## src/core/hbf_cfg.svh

```systemverilog
// Constants of the bit-level HDLC framer
// How it works
// - Frames open and close with delimiter 01111110
// - Transmitter makes both delimiters itself
// - One delimiter may close a frame and open the next
// - Receiver hunts delimiters at every bit and resyncs on each
// - Received delimiters never reach the receive data register
// - Address field is the 8 or 16 bits after opening delimiter
// - Control field is the 8 or 16 bits after the address
// - Leftover bits are right-aligned, count kept in residue register
// - Last 16 bits before closing delimiter are CCITT CRC-16
// - Receive CRC preset to all ones on each delimiter, transmit CRC on each opening delimiter
// - Transmitter sends complemented CRC over all frame data bits
// - Receiver flags a CRC error unless CRC residue equals F0B8
// - Received CRC bytes are passed on with the data
// - Optionally discard frames that fail the check
// - Every failing frame increments the CRC error counter
// - Test bit forces a wrong CRC on transmit
// - Transmitter inserts a zero after five ones inside a frame
// - Receiver deletes the zero following five ones
// - Abort is seven or more ones
// - Received abort flushes data and resumes hunting
// - Line is in-frame, flag fill or idle ones
// - D-channel mode never fills with delimiters
// - Bytes go out LSB first right after the opening delimiter
// - Control bit picks flag fill or mark fill between frames
// - Transmit underrun ends the frame with an abort
`ifndef HBF_CFG_SVH
`define HBF_CFG_SVH
`define HBF_FLAG 8'h7E
`define HBF_MARKS 8'hFF
`define HBF_CRC_INIT 16'hFFFF
`define HBF_CRC_POLY 16'h8408
`define HBF_CRC_GOOD 16'hF0B8
`define HBF_A_CTRL 8'h00
`define HBF_A_STAT 8'h04
`define HBF_A_TXD 8'h08
`define HBF_A_RXD 8'h0C
`define HBF_A_RES 8'h10
`define HBF_A_CNT 8'h14
`define HBF_C_EN 0
`define HBF_C_FILL 1
`define HBF_C_DCH 2
`define HBF_C_FCE 3
`define HBF_C_DISC 4
`define HBF_S_CRC 0
`define HBF_S_ABT 1
`define HBF_S_EOF 2
`define HBF_S_UND 3
`define HBF_S_DROP 4
`define HBF_S_TXB 8
`define HBF_S_RXF 9
`define HBF_S_TXV 10
`define HBF_D_VAL 8
`define HBF_STUFF_N 3'd5
`define HBF_ABT_N 3'd6
`define HBF_ONES_MAX 3'd7
`define HBF_BYTE_BITS 5'd8
`define HBF_CRC_BITS 5'd16
`define HBF_DLY 3'd7
`endif

```

## src/core/hbf_pkg.sv

```systemverilog
// Types of the bit-level HDLC framer
package hbf_pkg;
  typedef enum logic [5:0] {
    TX_IDLE = 6'h01,
    TX_FLAG1 = 6'h02,
    TX_DATA = 6'h04,
    TX_CRC = 6'h08,
    TX_FLAG2 = 6'h10,
    TX_ABORT = 6'h20
  } hbf_tx_t;
  typedef enum logic [1:0] {
    RX_HUNT = 2'h1,
    RX_FRAME = 2'h2
  } hbf_rx_t;
  typedef struct packed {
    logic [2:0][2:0] syn;
    logic pend;
    logic wr;
    logic [7:0] addr;
    logic rdy;
    logic resp;
    logic [31:0] rdata;
    logic [4:0] ctrl;
    logic [4:0] stat;
    logic [8:0] txd;
    logic txv;
    logic [7:0] rxd;
    logic rxv;
    logic [2:0] resid;
    logic [15:0] ccnt;
    hbf_tx_t txs;
    logic [15:0] tsh;
    logic [4:0] tcnt;
    logic [2:0] tones;
    logic [15:0] tcrc;
    logic teof;
    logic tline;
    hbf_rx_t rxs;
    logic [6:0] rdl;
    logic [2:0] rdn;
    logic [7:0] rsh;
    logic [2:0] rbits;
    logic rany;
    logic [2:0] rones;
    logic [15:0] rcrc;
  } hbf_st_t;
endpackage

```

## src/core/hbf_framer.sv

```systemverilog
// HDLC bit-level framer with AHB-Lite register slave
`timescale 1ns/1ns
`include "hbf_cfg.svh"
module hbf_framer (
  input wire logic mclk,
  input wire logic rst,
  input wire logic hsel,
  input wire logic [31:0] haddr,
  input wire logic [1:0] htrans,
  input wire logic hwrite,
  input wire logic [2:0] hsize,
  input wire logic [31:0] hwdata,
  input wire logic hready,
  output logic hreadyout,
  output logic [31:0] hrdata,
  output logic hresp,
  input wire logic tx_clk_pin,
  input wire logic rx_clk_pin,
  input wire logic rx_data_pin,
  output logic tx_data_pin
);
  hbf_pkg::hbf_st_t st_ff;
  hbf_pkg::hbf_st_t nxt_st;
  logic [2:0] pins;
  logic tx_tick;
  logic rx_tick;
  logic rx_bit;
  logic rx_flag;
  logic rx_end;
  logic rx_abt;
  logic cnt_clr;

  assign pins = {rx_data_pin, rx_clk_pin, tx_clk_pin};
  // Line changes on falling link clock
  assign tx_tick = !st_ff.syn[0][1] && st_ff.syn[0][2];
  // Receive samples on rising link clock
  assign rx_tick = st_ff.syn[1][1] && !st_ff.syn[1][2];
  assign rx_bit = st_ff.syn[2][1];
  assign rx_flag = rx_tick && !rx_bit && (st_ff.rones == `HBF_ABT_N);
  assign rx_end = rx_flag && (st_ff.rxs == hbf_pkg::RX_FRAME) && st_ff.rany;
  assign rx_abt = rx_tick && rx_bit && (st_ff.rones == `HBF_ABT_N);
  assign cnt_clr = st_ff.pend && st_ff.wr && (st_ff.addr == `HBF_A_CNT);

  assign hreadyout = st_ff.rdy;
  assign hrdata = st_ff.rdata;
  assign hresp = st_ff.resp;
  assign tx_data_pin = st_ff.tline;

  // One LSB-first CRC-CCITT bit step
  function automatic logic [15:0] crc_step(
    input logic [15:0] c,
    input logic b
  );
    crc_step = (c >> 1) ^ ((c[0] ^ b) ? `HBF_CRC_POLY : 16'h0000);
  endfunction

  // Register read mux
  function automatic logic [31:0] rd_reg(input hbf_pkg::hbf_st_t s);
    logic [31:0] r;
    r = 32'h0000_0000;
    case (s.addr)
      `HBF_A_CTRL: r[4:0] = s.ctrl;
      `HBF_A_STAT: begin
        r[4:0] = s.stat;
        r[`HBF_S_TXB] = (s.txs != hbf_pkg::TX_IDLE);
        r[`HBF_S_RXF] = (s.rxs == hbf_pkg::RX_FRAME);
        r[`HBF_S_TXV] = s.txv;
      end
      `HBF_A_TXD: r[8:0] = s.txd;
      `HBF_A_RXD: begin
        r[7:0] = s.rxd;
        r[`HBF_D_VAL] = s.rxv;
      end
      `HBF_A_RES: r[2:0] = s.resid;
      `HBF_A_CNT: r[15:0] = s.ccnt;
      default: r = 32'h0000_0000;
    endcase
    rd_reg = r;
  endfunction

  always_comb begin
    logic [4:0] sset;
    logic [4:0] sclr;
    logic frm;
    logic ob;
    logic go_data;
    logic want_flag;
    logic [15:0] ncrc;
    sset = 5'h00;
    sclr = 5'h00;
    frm = 1'b0;
    ob = 1'b0;
    go_data = 1'b0;
    want_flag = 1'b0;
    ncrc = 16'h0000;
    nxt_st = st_ff;
    // Pin synchronisers
    for (int i = 0; i < 3; i++) begin
      nxt_st.syn[i] = {st_ff.syn[i][1:0], pins[i]};
    end

    // Bus slave, one wait state per transfer
    nxt_st.resp = 1'b0;
    if (st_ff.pend) begin
      nxt_st.pend = 1'b0;
      nxt_st.rdy = 1'b1;
      if (st_ff.wr) begin
        case (st_ff.addr)
          `HBF_A_CTRL: nxt_st.ctrl = hwdata[4:0];
          `HBF_A_STAT: sclr = hwdata[4:0];
          `HBF_A_TXD: begin
            if (!st_ff.txv) begin
              nxt_st.txd = hwdata[8:0];
              nxt_st.txv = 1'b1;
            end
          end
          `HBF_A_CNT: nxt_st.ccnt = 16'h0000;
          default: ;
        endcase
      end else begin
        nxt_st.rdata = rd_reg(st_ff);
        if (st_ff.addr == `HBF_A_RXD) begin
          nxt_st.rxv = 1'b0;
        end
      end
    end else if (hsel && htrans[1] && hready) begin
      nxt_st.pend = 1'b1;
      nxt_st.rdy = 1'b0;
      nxt_st.addr = haddr[7:0];
      nxt_st.wr = hwrite;
    end

    // Transmitter
    want_flag = st_ff.ctrl[`HBF_C_EN] && (st_ff.txv ||
      (st_ff.ctrl[`HBF_C_FILL] && !st_ff.ctrl[`HBF_C_DCH]));
    frm = (st_ff.txs == hbf_pkg::TX_DATA) || (st_ff.txs == hbf_pkg::TX_CRC);
    if (tx_tick) begin
      if (frm && !st_ff.ctrl[`HBF_C_EN]) begin
        nxt_st.txs = hbf_pkg::TX_ABORT;
        nxt_st.tsh = {8'h00, `HBF_MARKS};
        nxt_st.tcnt = `HBF_BYTE_BITS;
        nxt_st.tline = 1'b1;
        nxt_st.tones = 3'd0;
      end else if (st_ff.txs == hbf_pkg::TX_IDLE) begin
        nxt_st.tline = 1'b1;
        if (want_flag) begin
          nxt_st.txs = hbf_pkg::TX_FLAG1;
          nxt_st.tsh = {8'h00, `HBF_FLAG};
          nxt_st.tcnt = `HBF_BYTE_BITS;
        end
      end else if (st_ff.tones == `HBF_STUFF_N) begin
        nxt_st.tline = 1'b0;
        nxt_st.tones = 3'd0;
      end else begin
        ob = st_ff.tsh[0];
        nxt_st.tline = ob;
        nxt_st.tsh = {1'b0, st_ff.tsh[15:1]};
        nxt_st.tcnt = st_ff.tcnt - 5'd1;
        ncrc = crc_step(st_ff.tcrc, ob);
        if (st_ff.txs == hbf_pkg::TX_DATA) begin
          nxt_st.tcrc = ncrc;
        end
        nxt_st.tones = (frm && ob) ? st_ff.tones + 3'd1 : 3'd0;
        if (st_ff.tcnt == 5'd1) begin
          case (st_ff.txs)
            hbf_pkg::TX_DATA: begin
              if (st_ff.teof) begin
                nxt_st.txs = hbf_pkg::TX_CRC;
                nxt_st.tsh = ~ncrc ^ {15'h0000, st_ff.ctrl[`HBF_C_FCE]};
                nxt_st.tcnt = `HBF_CRC_BITS;
              end else if (st_ff.txv) begin
                go_data = 1'b1;
              end else begin
                nxt_st.txs = hbf_pkg::TX_ABORT;
                nxt_st.tsh = {8'h00, `HBF_MARKS};
                nxt_st.tcnt = `HBF_BYTE_BITS;
                sset[`HBF_S_UND] = 1'b1;
              end
            end
            hbf_pkg::TX_CRC: begin
              nxt_st.txs = hbf_pkg::TX_FLAG2;
              nxt_st.tsh = {8'h00, `HBF_FLAG};
              nxt_st.tcnt = `HBF_BYTE_BITS;
            end
            default: begin
              if ((st_ff.txs != hbf_pkg::TX_ABORT) && st_ff.ctrl[`HBF_C_EN] &&
                  st_ff.txv) begin
                go_data = 1'b1;
                nxt_st.tcrc = `HBF_CRC_INIT;
              end else if (want_flag) begin
                nxt_st.txs = hbf_pkg::TX_FLAG1;
                nxt_st.tsh = {8'h00, `HBF_FLAG};
                nxt_st.tcnt = `HBF_BYTE_BITS;
              end else begin
                nxt_st.txs = hbf_pkg::TX_IDLE;
              end
            end
          endcase
          if (go_data) begin
            nxt_st.txs = hbf_pkg::TX_DATA;
            nxt_st.tsh = {8'h00, st_ff.txd[7:0]};
            nxt_st.teof = st_ff.txd[8];
            nxt_st.txv = 1'b0;
            nxt_st.tcnt = `HBF_BYTE_BITS;
          end
        end
      end
    end

    // Receiver
    if (rx_tick) begin
      frm = 1'b0;
      if (rx_bit) begin
        nxt_st.rones = (st_ff.rones == `HBF_ONES_MAX) ? `HBF_ONES_MAX :
          st_ff.rones + 3'd1;
        if (rx_abt) begin
          if (st_ff.rxs == hbf_pkg::RX_FRAME) begin
            sset[`HBF_S_ABT] = 1'b1;
            nxt_st.rxv = 1'b0;
          end
          nxt_st.rxs = hbf_pkg::RX_HUNT;
          nxt_st.rany = 1'b0;
        end else if (st_ff.rones < `HBF_ABT_N) begin
          frm = 1'b1;
        end
      end else begin
        nxt_st.rones = 3'd0;
        if (rx_flag) begin
          if (rx_end) begin
            nxt_st.resid = st_ff.rbits;
            if (st_ff.rbits != 3'd0) begin
              nxt_st.rxd = st_ff.rsh >> (4'd8 - {1'b0, st_ff.rbits});
              nxt_st.rxv = 1'b1;
            end
            if (st_ff.rcrc == `HBF_CRC_GOOD) begin
              sset[`HBF_S_EOF] = 1'b1;
            end else begin
              nxt_st.ccnt = nxt_st.ccnt + 16'h0001;
              sset[`HBF_S_CRC] = 1'b1;
              if (st_ff.ctrl[`HBF_C_DISC]) begin
                nxt_st.rxv = 1'b0;
                sset[`HBF_S_DROP] = 1'b1;
              end else begin
                sset[`HBF_S_EOF] = 1'b1;
              end
            end
          end
          nxt_st.rxs = hbf_pkg::RX_FRAME;
          nxt_st.rcrc = `HBF_CRC_INIT;
          nxt_st.rdn = 3'd0;
          nxt_st.rbits = 3'd0;
          nxt_st.rany = 1'b0;
        end else if (st_ff.rones != `HBF_STUFF_N) begin
          frm = 1'b1;
        end
      end
      // Seven-bit hold-back keeps delimiter bits out of the data
      if (frm && (st_ff.rxs == hbf_pkg::RX_FRAME)) begin
        nxt_st.rdl = {rx_bit, st_ff.rdl[6:1]};
        if (st_ff.rdn == `HBF_DLY) begin
          ob = st_ff.rdl[0];
          nxt_st.rcrc = crc_step(st_ff.rcrc, ob);
          nxt_st.rsh = {ob, st_ff.rsh[7:1]};
          nxt_st.rbits = st_ff.rbits + 3'd1;
          nxt_st.rany = 1'b1;
          if (st_ff.rbits == 3'd7) begin
            nxt_st.rxd = {ob, st_ff.rsh[7:1]};
            nxt_st.rxv = 1'b1;
          end
        end else begin
          nxt_st.rdn = st_ff.rdn + 3'd1;
        end
      end
    end

    // Sticky status, set beats clear
    nxt_st.stat = (st_ff.stat & ~sclr) | sset;
  end

  always_ff @(posedge mclk) begin
    if (rst) begin
      st_ff <= '0;
      st_ff.rdy <= 1'b1;
      st_ff.tline <= 1'b1;
      st_ff.txs <= hbf_pkg::TX_IDLE;
      st_ff.rxs <= hbf_pkg::RX_HUNT;
    end else begin
      st_ff <= nxt_st;
    end
  end
endmodule

```

## config.mk

```make
export PLATFORM = sky130hd
export DESIGN_NAME = hbf_framer
export DESIGN_NICKNAME = d
export VERILOG_FILES = /design/src/core/hbf_pkg.sv /design/src/core/hbf_framer.sv
export VERILOG_INCLUDE_DIRS = /design/src /design/src/core
export SDC_FILE = /design/constraint.sdc
export NUM_CORES = 1
export LEC_CHECK = 0
export BUFFER_PORTS_ARGS = -buffer_cell sky130_fd_sc_hd__buf_2
export CAP_MARGIN = 15
export CORE_ASPECT_RATIO = 2
export CORE_MARGIN = 3
export CORE_UTILIZATION = 62
export CTS_BUF_LIST = sky130_fd_sc_hd__clkbuf_4 sky130_fd_sc_hd__clkbuf_8 sky130_fd_sc_hd__clkbuf_16
export CTS_CLUSTER_DIAMETER = 40
export DETAILED_ROUTE_END_ITERATION = 16
export GPL_TIMING_DRIVEN = 0
export PLACE_DENSITY_LB_ADDON = 0.05
export SLEW_MARGIN = 0
export SYNTH_ARGS = -nofsm -noshare
export SYNTH_HDL_FRONTEND = slang
export SYNTH_SLANG_ARGS = --single-unit
```

## constraint.sdc

```tcl
create_clock -name mclk -period 3.4 [get_ports mclk]
set_clock_uncertainty 0.05 [all_clocks]
set_input_delay 0.17 -clock mclk [delete_from_list [all_inputs] [get_ports mclk]]
set_output_delay 0.17 -clock mclk [all_outputs]
set_load 0.01 [all_outputs]
```

==> summary.md, run 1 <==
| Metric | Value |
|---|---|
| Status | finished clean |
| Core ar. | between 10,000 and 15,000 sq um |
| Final RePlAce weighted congestion | 1.05 |
| GRT overflow | 0 |
| Post-synthesis instance total | 998 |
| Post-Layout Cell Count | between 1,000 and 1,500 |
| Tcrit/Tclk final | between 70 and 80% |
| Total Wirelength | approximately 26,000 um |
| Hold path depth | 3 |
| Worst reg2reg path depth | 5 |
| Via/cell ratio | ~6.3 |
| Die Span X | between 80 and 90 um |
| Ports | between 100 and 150 |
| TritonCTS Sinks | between 150 and 200 |
| First-pass GRT wire length | between 40,000 and 50,000 um |
| Minimum clock period | between 2 and 3 ns |
| FP Rows | 59 |
| Most common cell after layout, fill and taps aside | dfxtp_1 |
| # hold bufs at CTS | 21 |
| Die area | about 15,000 sq um |
| Cells along the critical path | nor4_1 > nand3_1 > nor3_1 > a221oi_1 > nor3_1 |
| Total Neg Setup Slack | 0 ns |
| Crit path largest cell delay | roughly 0.86 ns |
| Worst reg2reg endpoint | hrdata[4]$_SDFFE_PP0P_ |
| Sequential area share after synthesis | about 41% |
| # H-tree levels | 4 |
| Final #Nets | about 1,200 |
| Drt wl/cell | just over 20 um |
| Vias in the first global route | roughly 7,700 |
| Hold EP | hreadyout$_SDFFE_PP1P_ |
| Crit-path most repeated cell | nor3_1 |
| Most frequent cells in the layout | 174 x dfxtp_1, 126 x nand2_1, 111 x nor2_1, 62 x a21oi_1, 53 x buf_2 |
| Worst slew pin tran | 1.14 ns |
| Global-route usage over all layers | 35.9% |
| Initial antenna violation count | 2 |
| Endpoints failing setup | 0 |
| Max-cap violations | 0 |
| RSZ-0062 raised after global routing | no |
| Hold Path Origin | htrans[1] |
| Clock slew at reported path FFs | ~0.070 ns |
| Async SR Flop Fraction | 0% |
| DR pass1 iterations | 5 |
| CTS resizes | 0 |
| # DRC | 0 |
| Place WS | 0.789 ns |
| Postcts setup bufs | 0 |
| Final Hold Fails | 0 |
| Clock Latency Late Sink | around 0.44 ns |
| Detailed router's first-iteration violation count | between 500 and 600 |
| Warnings from Yosys | 0 |
| Ys flop type | dfxtp_1 |
| Mapped Area | between 8000 and 9000 sq um |
| Number of CTS-inserted buffers | 17 |
| Initial Util | 64.2% |
| Crit Path Class | flip-flop to flip-flop |
| Die height | around 170 um |
| Arrival time worst endpoint | approximately 3.0 ns |
| Slew Limit Fails | 0 |
| Count of cell types in the netlist | 80 |
| Leak pwr | about 3.7 nW |
| Synthesized area per cell | approximately 8.5 sq um |
| Placed insts | 1,208 |
| Maximum VDD drop | 0.340 mV |
| Crit start category | flip-flop |
| Largest net degree at the start of global routing | 19 |
| Critical Path RT | roughly 3.7 ns |
| CTS tree | done |
| Clk buf depth | 2 |
| Clock Tree Root | clkbuf_16 |
| Seq cells post-synth | roughly 170 |
| Dpl hpwl | 18,800 um |
| Setup ws final | roughly 0.71 ns |
| Crit path max-delay cell type | nor3_1 |
| Max Freq | 372 MHz |
| Layout cells sized above 1 | approximately 15% |
| Worst r2r src | st_ff[180]$_SDFFE_PP0P_ |
| Port Buf Inserts | 42 |
| Via count | approximately 7,900 |
| Relative slew slack | a little under a quarter |
| Pwr dens | approximately 430 nW/um^2 |
| Critical path capture point type | flip-flop |
| Number of synthesized flops with an enable pin | 0 |
| Area growth syn-to-layout | 14.7% |
| Crit Path Max Fanout | 7 |
| Worst hold slack | between 0.03 and 0.04 ns |
| Worst min-delay path class | input port to flip-flop |
| R2R setup slack | roughly 0.71 ns |
| Detail Route Antenna Nets | 0 |
cell families after synthesis:
logic type	count (synthesis)	share of synthesized area [%]
AND/OR/NAND/NOR	423	24.6
AO/OA/AOI/OAI	207	16.7
flip-flops	174	41.1
buffers and inverters	113	7.15
multiplexers	48	6.51
XOR/XNOR	18	1.86
adder cells (fa/ha/maj)	14	2.07
other	1	0.0442
registers in the layout, indices dropped and copies added, names as in the netlist:
register	cells
st_ff	150
hrdata	16
nxt_st	6
hreadyout	1
tx_data_pin	1
report_power, final:
part | total, W | internal, W | switching, W | leakage [nW]
combinational | 0.000189 | 0.0000724 | 0.000116 | 2.02
sequential | 0.00206 | 0.00205 | 0.00000919 | 1.40
clock | 0.00190 | 0.000979 | 0.000922 | 0.283
total | 0.00415 | 0.00310 | 0.00105 | 3.70
worst max-delay path by stage:
| stage | cells past startpoint | slack (ns) | from | to |
|---|---|---|---|---|
| final | 5 | 0.71 | st_ff[180]$_SDFFE_PP0P_ | hrdata[4]$_SDFFE_PP0P_ |
| after detailed placement | 7 | 0.79 | st_ff[65]$_SDFFE_PP0P_ | st_ff[66]$_SDFFE_PP0P_ |
| after global placement | 7 | 0.79 | st_ff[65]$_SDFFE_PP0P_ | st_ff[65]$_SDFFE_PP0P_ |
| after floorplan | 8 | 1.14 | st_ff[20]$_SDFFE_PP0N_ | st_ff[111]$_SDFFE_PP0N_ |
| after global routing | 5 | 0.55 | st_ff[180]$_SDFFE_PP0P_ | hrdata[4]$_SDFFE_PP0P_ |
| after CTS | 7 | 0.78 | st_ff[65]$_SDFFE_PP0P_ | st_ff[66]$_SDFFE_PP0P_ |
cell type report:
type / count / area [sq um]
antenna: 1 / 2.50
multi-input combinational: 727 / 4450
timing repair buffer: 63 / 420
inverter: 20 / 75.1
clock buffer: 17 / 425
fill: 1077 / 3490
buffer: 93 / 532
sequential: 174 / 3480
tap: 152 / 190
clock inverter: 15 / 145
per-stage QoR:
stage / util (%) / area (sq um) / power [W]
after floorplan: - / 8540 / 0.00220
after global placement: 67.7 / 8940 / 0.00227
after detailed placement: 67.7 / 8940 / 0.00227
after CTS: 73.6 / 9720 / 0.00415
after global routing: 73.6 / 9720 / 0.00425
final: 73.6 / 9730 / 0.00415
per-layer routing:
metal / part of all wire, % / track usage [%] / up-vias
met4: 8.0 / 27.7 / 0
met3: 5.9 / 9.97 / 133
li1: - / - / 3716
met5: 0 / 0 / -
met2: 53 / 62.3 / 286
met1: 34 / 34.5 / 3771
critical path: cells and delay by family, from the launching register on:
kind | cells | cell delay [ns]
AND/OR/NAND/NOR | 4 | 1.95
AO/OA/AOI/OAI | 1 | 0.27
flip-flops | 1 | 0.33
cell usage after synthesis, drive strengths merged (7+ instances only):
| cell | count | area [sq um] |
|---|---|---|
| mux2i | 36 | 360 |
| buf | 56 | 393 |
| nor3 | 51 | 275 |
| dfxtp | 174 | 3480 |
| a2bb2oi | 7 | 61.3 |
| clkbuf | 37 | 139 |
| a22o | 7 | 61.3 |
| a221oi | 19 | 166 |
| a22oi | 7 | 52.6 |
| inv | 20 | 75.1 |
| a31oi | 15 | 93.8 |
| xor2 | 7 | 61.3 |
| nand3 | 30 | 173 |
| nor2b | 21 | 131 |
| or3 | 16 | 105 |
| nor2 | 112 | 428 |
| nand2b | 9 | 56.3 |
| mux2 | 7 | 78.8 |
| nand4 | 11 | 68.8 |
| and2 | 9 | 57.6 |
| nand3b | 8 | 60.1 |
| o21ai | 28 | 144 |
| nand2 | 128 | 485 |
| o31ai | 9 | 67.6 |
| a21oi | 62 | 310 |
| ha | 14 | 175 |
| xnor2 | 11 | 96.3 |
Note: power is estimated with default switching activity, not from simulation.
==> inputs of run 2 (changes only) <==
--- a/config.mk
+++ b/config.mk
@@ -10,7 +10,7 @@
 export CAP_MARGIN = 15
 export CORE_ASPECT_RATIO = 2
 export CORE_MARGIN = 3
-export CORE_UTILIZATION = 62
+export CORE_UTILIZATION = 52
 export CTS_BUF_LIST = sky130_fd_sc_hd__clkbuf_4 sky130_fd_sc_hd__clkbuf_8 sky130_fd_sc_hd__clkbuf_16
 export CTS_CLUSTER_DIAMETER = 40
 export DETAILED_ROUTE_END_ITERATION = 16
==> constraint.sdc (replaced) <==
create_clock -name mclk -period 2.3 [get_ports mclk]
set_clock_uncertainty 0.05 [all_clocks]
set_input_delay 0.115 -clock mclk [delete_from_list [all_inputs] [get_ports mclk]]
set_output_delay 0.115 -clock mclk [all_outputs]
set_load 0.01 [all_outputs]
==> run 2 against run 1 <==
Net effect: flip-flop and latch count is the same; combinational power grew 59%; critical path depth grew 4; first-iteration DRC count shrank 8.3%; die area grew 18%; non-clock buffer count grew 25; critical path type unchanged; critical endpoint is now st_ff[51]$_SDFFE_PP0P_.
==> summary.md, run 2 (synthesis gave the netlist of run 1 again) <==
| Metric | Value |
|---|---|
| Clock Latency Late Sink | 0.43 ns (about the same) |
| Area growth syn-to-layout | 21.4% |
| Crit Path Max Fanout | 10 (+3) |
| Fillers | 1,392 (+29%) |
| Pwr dens | 615 nW/um^2 (+44%) |
| Critical Path RT | 2.60 ns (-1.10 ns) |
| Final Hold Fails | 0 (unchanged) |
| Arrival time worst endpoint | 2.56 ns (-0.43 ns) |
| # DRC | 0 (unchanged) |
| CTS tree | done |
| Drt wl/cell | 19.9 um (-3.7%) |
| Max Freq | 444 MHz (+19%) |
| Largest net degree at the start of global routing | 17 (-2) |
| P_sw | 0.00139 W (+32%) |
| Via/cell ratio | 5.89 (-5.9%) |
| Vias in the first global route | 7,651 (-0.74%) |
| Crit Path Class | flip-flop to flip-flop |
| Final #Nets | 1,212 (+2.1%) |
| Number of CTS-inserted buffers | 17 (unchanged) |
| CP top delay family | simple AND/OR/NAND/NOR gates |
| Port Buf Inserts | 42 (unchanged) |
| Most frequent cells in the layout | 165 x dfxtp_1, 124 x nand2_1, 107 x nor2_1, 61 x a21oi_1, 61 x buf_4 |
| Final RePlAce weighted congestion | 0.983 (-5.9%) |
| Combinational share of power | 4.8% (+0.3 points) |
| Final Util | 64.9% (-8.7 points) |
| Biggest register | st_ff |
| Initial antenna violation count | 0 (-2) |
| Initial Util | 53.5% (-11 points) |
| Total Neg Setup Slack | 0 ns (unchanged) |
| Die area | 18,000 sq um (+18%) |
| Tcrit/Tclk final | 98.0% (+19 points) |
| Die height | 187 um (+8.9%) |
| Cells along the critical path | nor4_4 > buf_6 > a32o_2 > or2_1 > buf_6 > nor2_4 > nand2_4 > buf_2 > a31oi_1 |
| Leak pwr | 3.93 nW (+6.1%) |
| FP Rows | 65 (+10%) |
| Endpoints failing setup | 0 (unchanged) |
| First-pass GRT wire length | 41,300 um (+1.5%) |
| Via count | 7,869 (-0.47%) |
| Clock share of power | 47.1% (+1.3 points) |
| Crit path largest cell delay | 0.45 ns (-0.41 ns) |
| Total Wirelength | 26,500 um (+1.9%) |
| Clk buf depth | 2 (unchanged) |
| Seq pwr share | 48.1% (-1.5 points) |
| Minimum clock period | 2.25 ns (-0.432 ns) |
| Maximum VDD drop | 0.479 mV (+41%) |
| Dpl hpwl | 19,700 um (+4.8%) |
| # H-tree levels | 4 (unchanged) |
| Max-cap violations | 0 (unchanged) |
| Clock Tree Root | clkbuf_16 |
| Max FFs per register | 150 (unchanged) |
| Ports | 112 (unchanged) |
| Crit start category | flip-flop |
| Slew Limit Fails | 0 (unchanged) |
| N_diodes | 0 (-1) |
| Crit path max-delay cell type | dfxtp_1 |
| Core ar. | 15,900 sq um (+20%) |
| Relative slew slack | 38.6% (+15 points) |
| Worst min-delay path class | input port to flip-flop |
| Detailed router's first-iteration violation count | 476 (-8.3%) |
| WP buf/inv | 3 (+3) |
| GRT overflow | 0 (unchanged) |
| TritonCTS Sinks | 174 (unchanged) |
| Critical path capture point type | flip-flop |
| DR pass1 iterations | 6 (+1) |
| Most common cell after layout, fill and taps aside | dfxtp_1 |
| Status | finished clean |
| Die Span X | 96.3 um (+8.6%) |
| Clock slew at reported path FFs | 0.07 ns (about the same) |
| Worst slew pin tran | 0.922 ns (-0.221 ns) |
| Layout cells sized above 1 | 20.5% (+5.9 points) |
| Global-route usage over all layers | 30.5% (-5.4 points) |
| Detail Route Antenna Nets | 0 (unchanged) |
| Crit-path most repeated cell | buf_6 |
| Sw Ratio | 21.9% (-3.3 points) |
| P_int | 0.00494 W (+59%) |
## run 2: per-layer routing
metal / share of wire (%) / vias up / global-route usage [%] / routed length, um
met5: 0 / - / 0 / 0
met4: 8.1 / 0 / 20.6 / 2160
met3: 4.9 / 105 / 6.98 / 1310
met2: 54 / 242 / 55.0 / 14300
met1: 33 / 3764 / 29.3 / 8750
li1: - / 3758 / - / -
## run 2: path summary, 6_finish.rpt
check / from / end / slack, ns / depth (start not counted)
worst min register to register: nxt_st[187]$_SDFF_PP0_ / nxt_st[188]$_SDFF_PP0_ / 0.40 / 1
worst min-delay path: hready / st_ff[176]$_SDFFE_PP0P_ / 0.18 / 5
worst max-delay path: st_ff[86]$_SDFFE_PP0P_ / st_ff[51]$_SDFFE_PP0P_ / 0.05 / 9
worst max register to register: st_ff[86]$_SDFFE_PP0P_ / st_ff[51]$_SDFFE_PP0P_ / 0.05 / 9
## run 2: metrics by stage
stage | cells | worst slack (ns) | area, sq um | power (W) | hold slack, ns
floorplan | 1014 | 0.0398 | 8540 | 0.00326 | 0.193
global placement | 1257 | -0.283 | 9000 | 0.00336 | 0.289
detailed placement | 1257 | -0.347 | 9000 | 0.00336 | 0.296
CTS | 1319 | 0.00825 | 9990 | 0.00636 | 0.181
global route | 1335 | -0.0286 | 10300 | 0.00653 | 0.225
finish | 1335 | 0.0464 | 10300 | 0.00633 | 0.185
## run 2: tightest hold or removal path, cell delays in order
cell and delay, ns:
buf_2 0.09, nand3_1 0.10, nor2_1 0.16, nand2_1 0.10, a21oi_1 0.05
## run 2: power groups by stage
stage               logic (W)  registers, W  clock network (W)
floorplan            0.000152       0.00311                  0
global placement     0.000247       0.00311                  0
detailed placement   0.000247       0.00311                  0
CTS                  0.000282       0.00304            0.00303
global route         0.000323       0.00304            0.00316
finish               0.000301       0.00304            0.00298
## run 2: cell type report
cell class | count | area, sq um | area share [%]
flip-flops and latches | 174 | 3500 | 34.0
multi-input cells | 727 | 4670 | 45.3
well taps | 201 | 251 | 2.44
clock inverters | 8 | 104 | 1.01
inverters | 20 | 75.1 | 0.729
repair buffers | 90 | 628 | 6.10
clock buffers | 24 | 515 | 5.01
plain buffers | 91 | 556 | 5.40
## run 2: what timing repair did
item,4_1_cts,5_1_grt
resized for setup,24,51
hold endpoints to repair,32,0
setup endpoints to repair,102,104
pin swaps,3,14
hold buffers,23,0
setup buffers,7,18
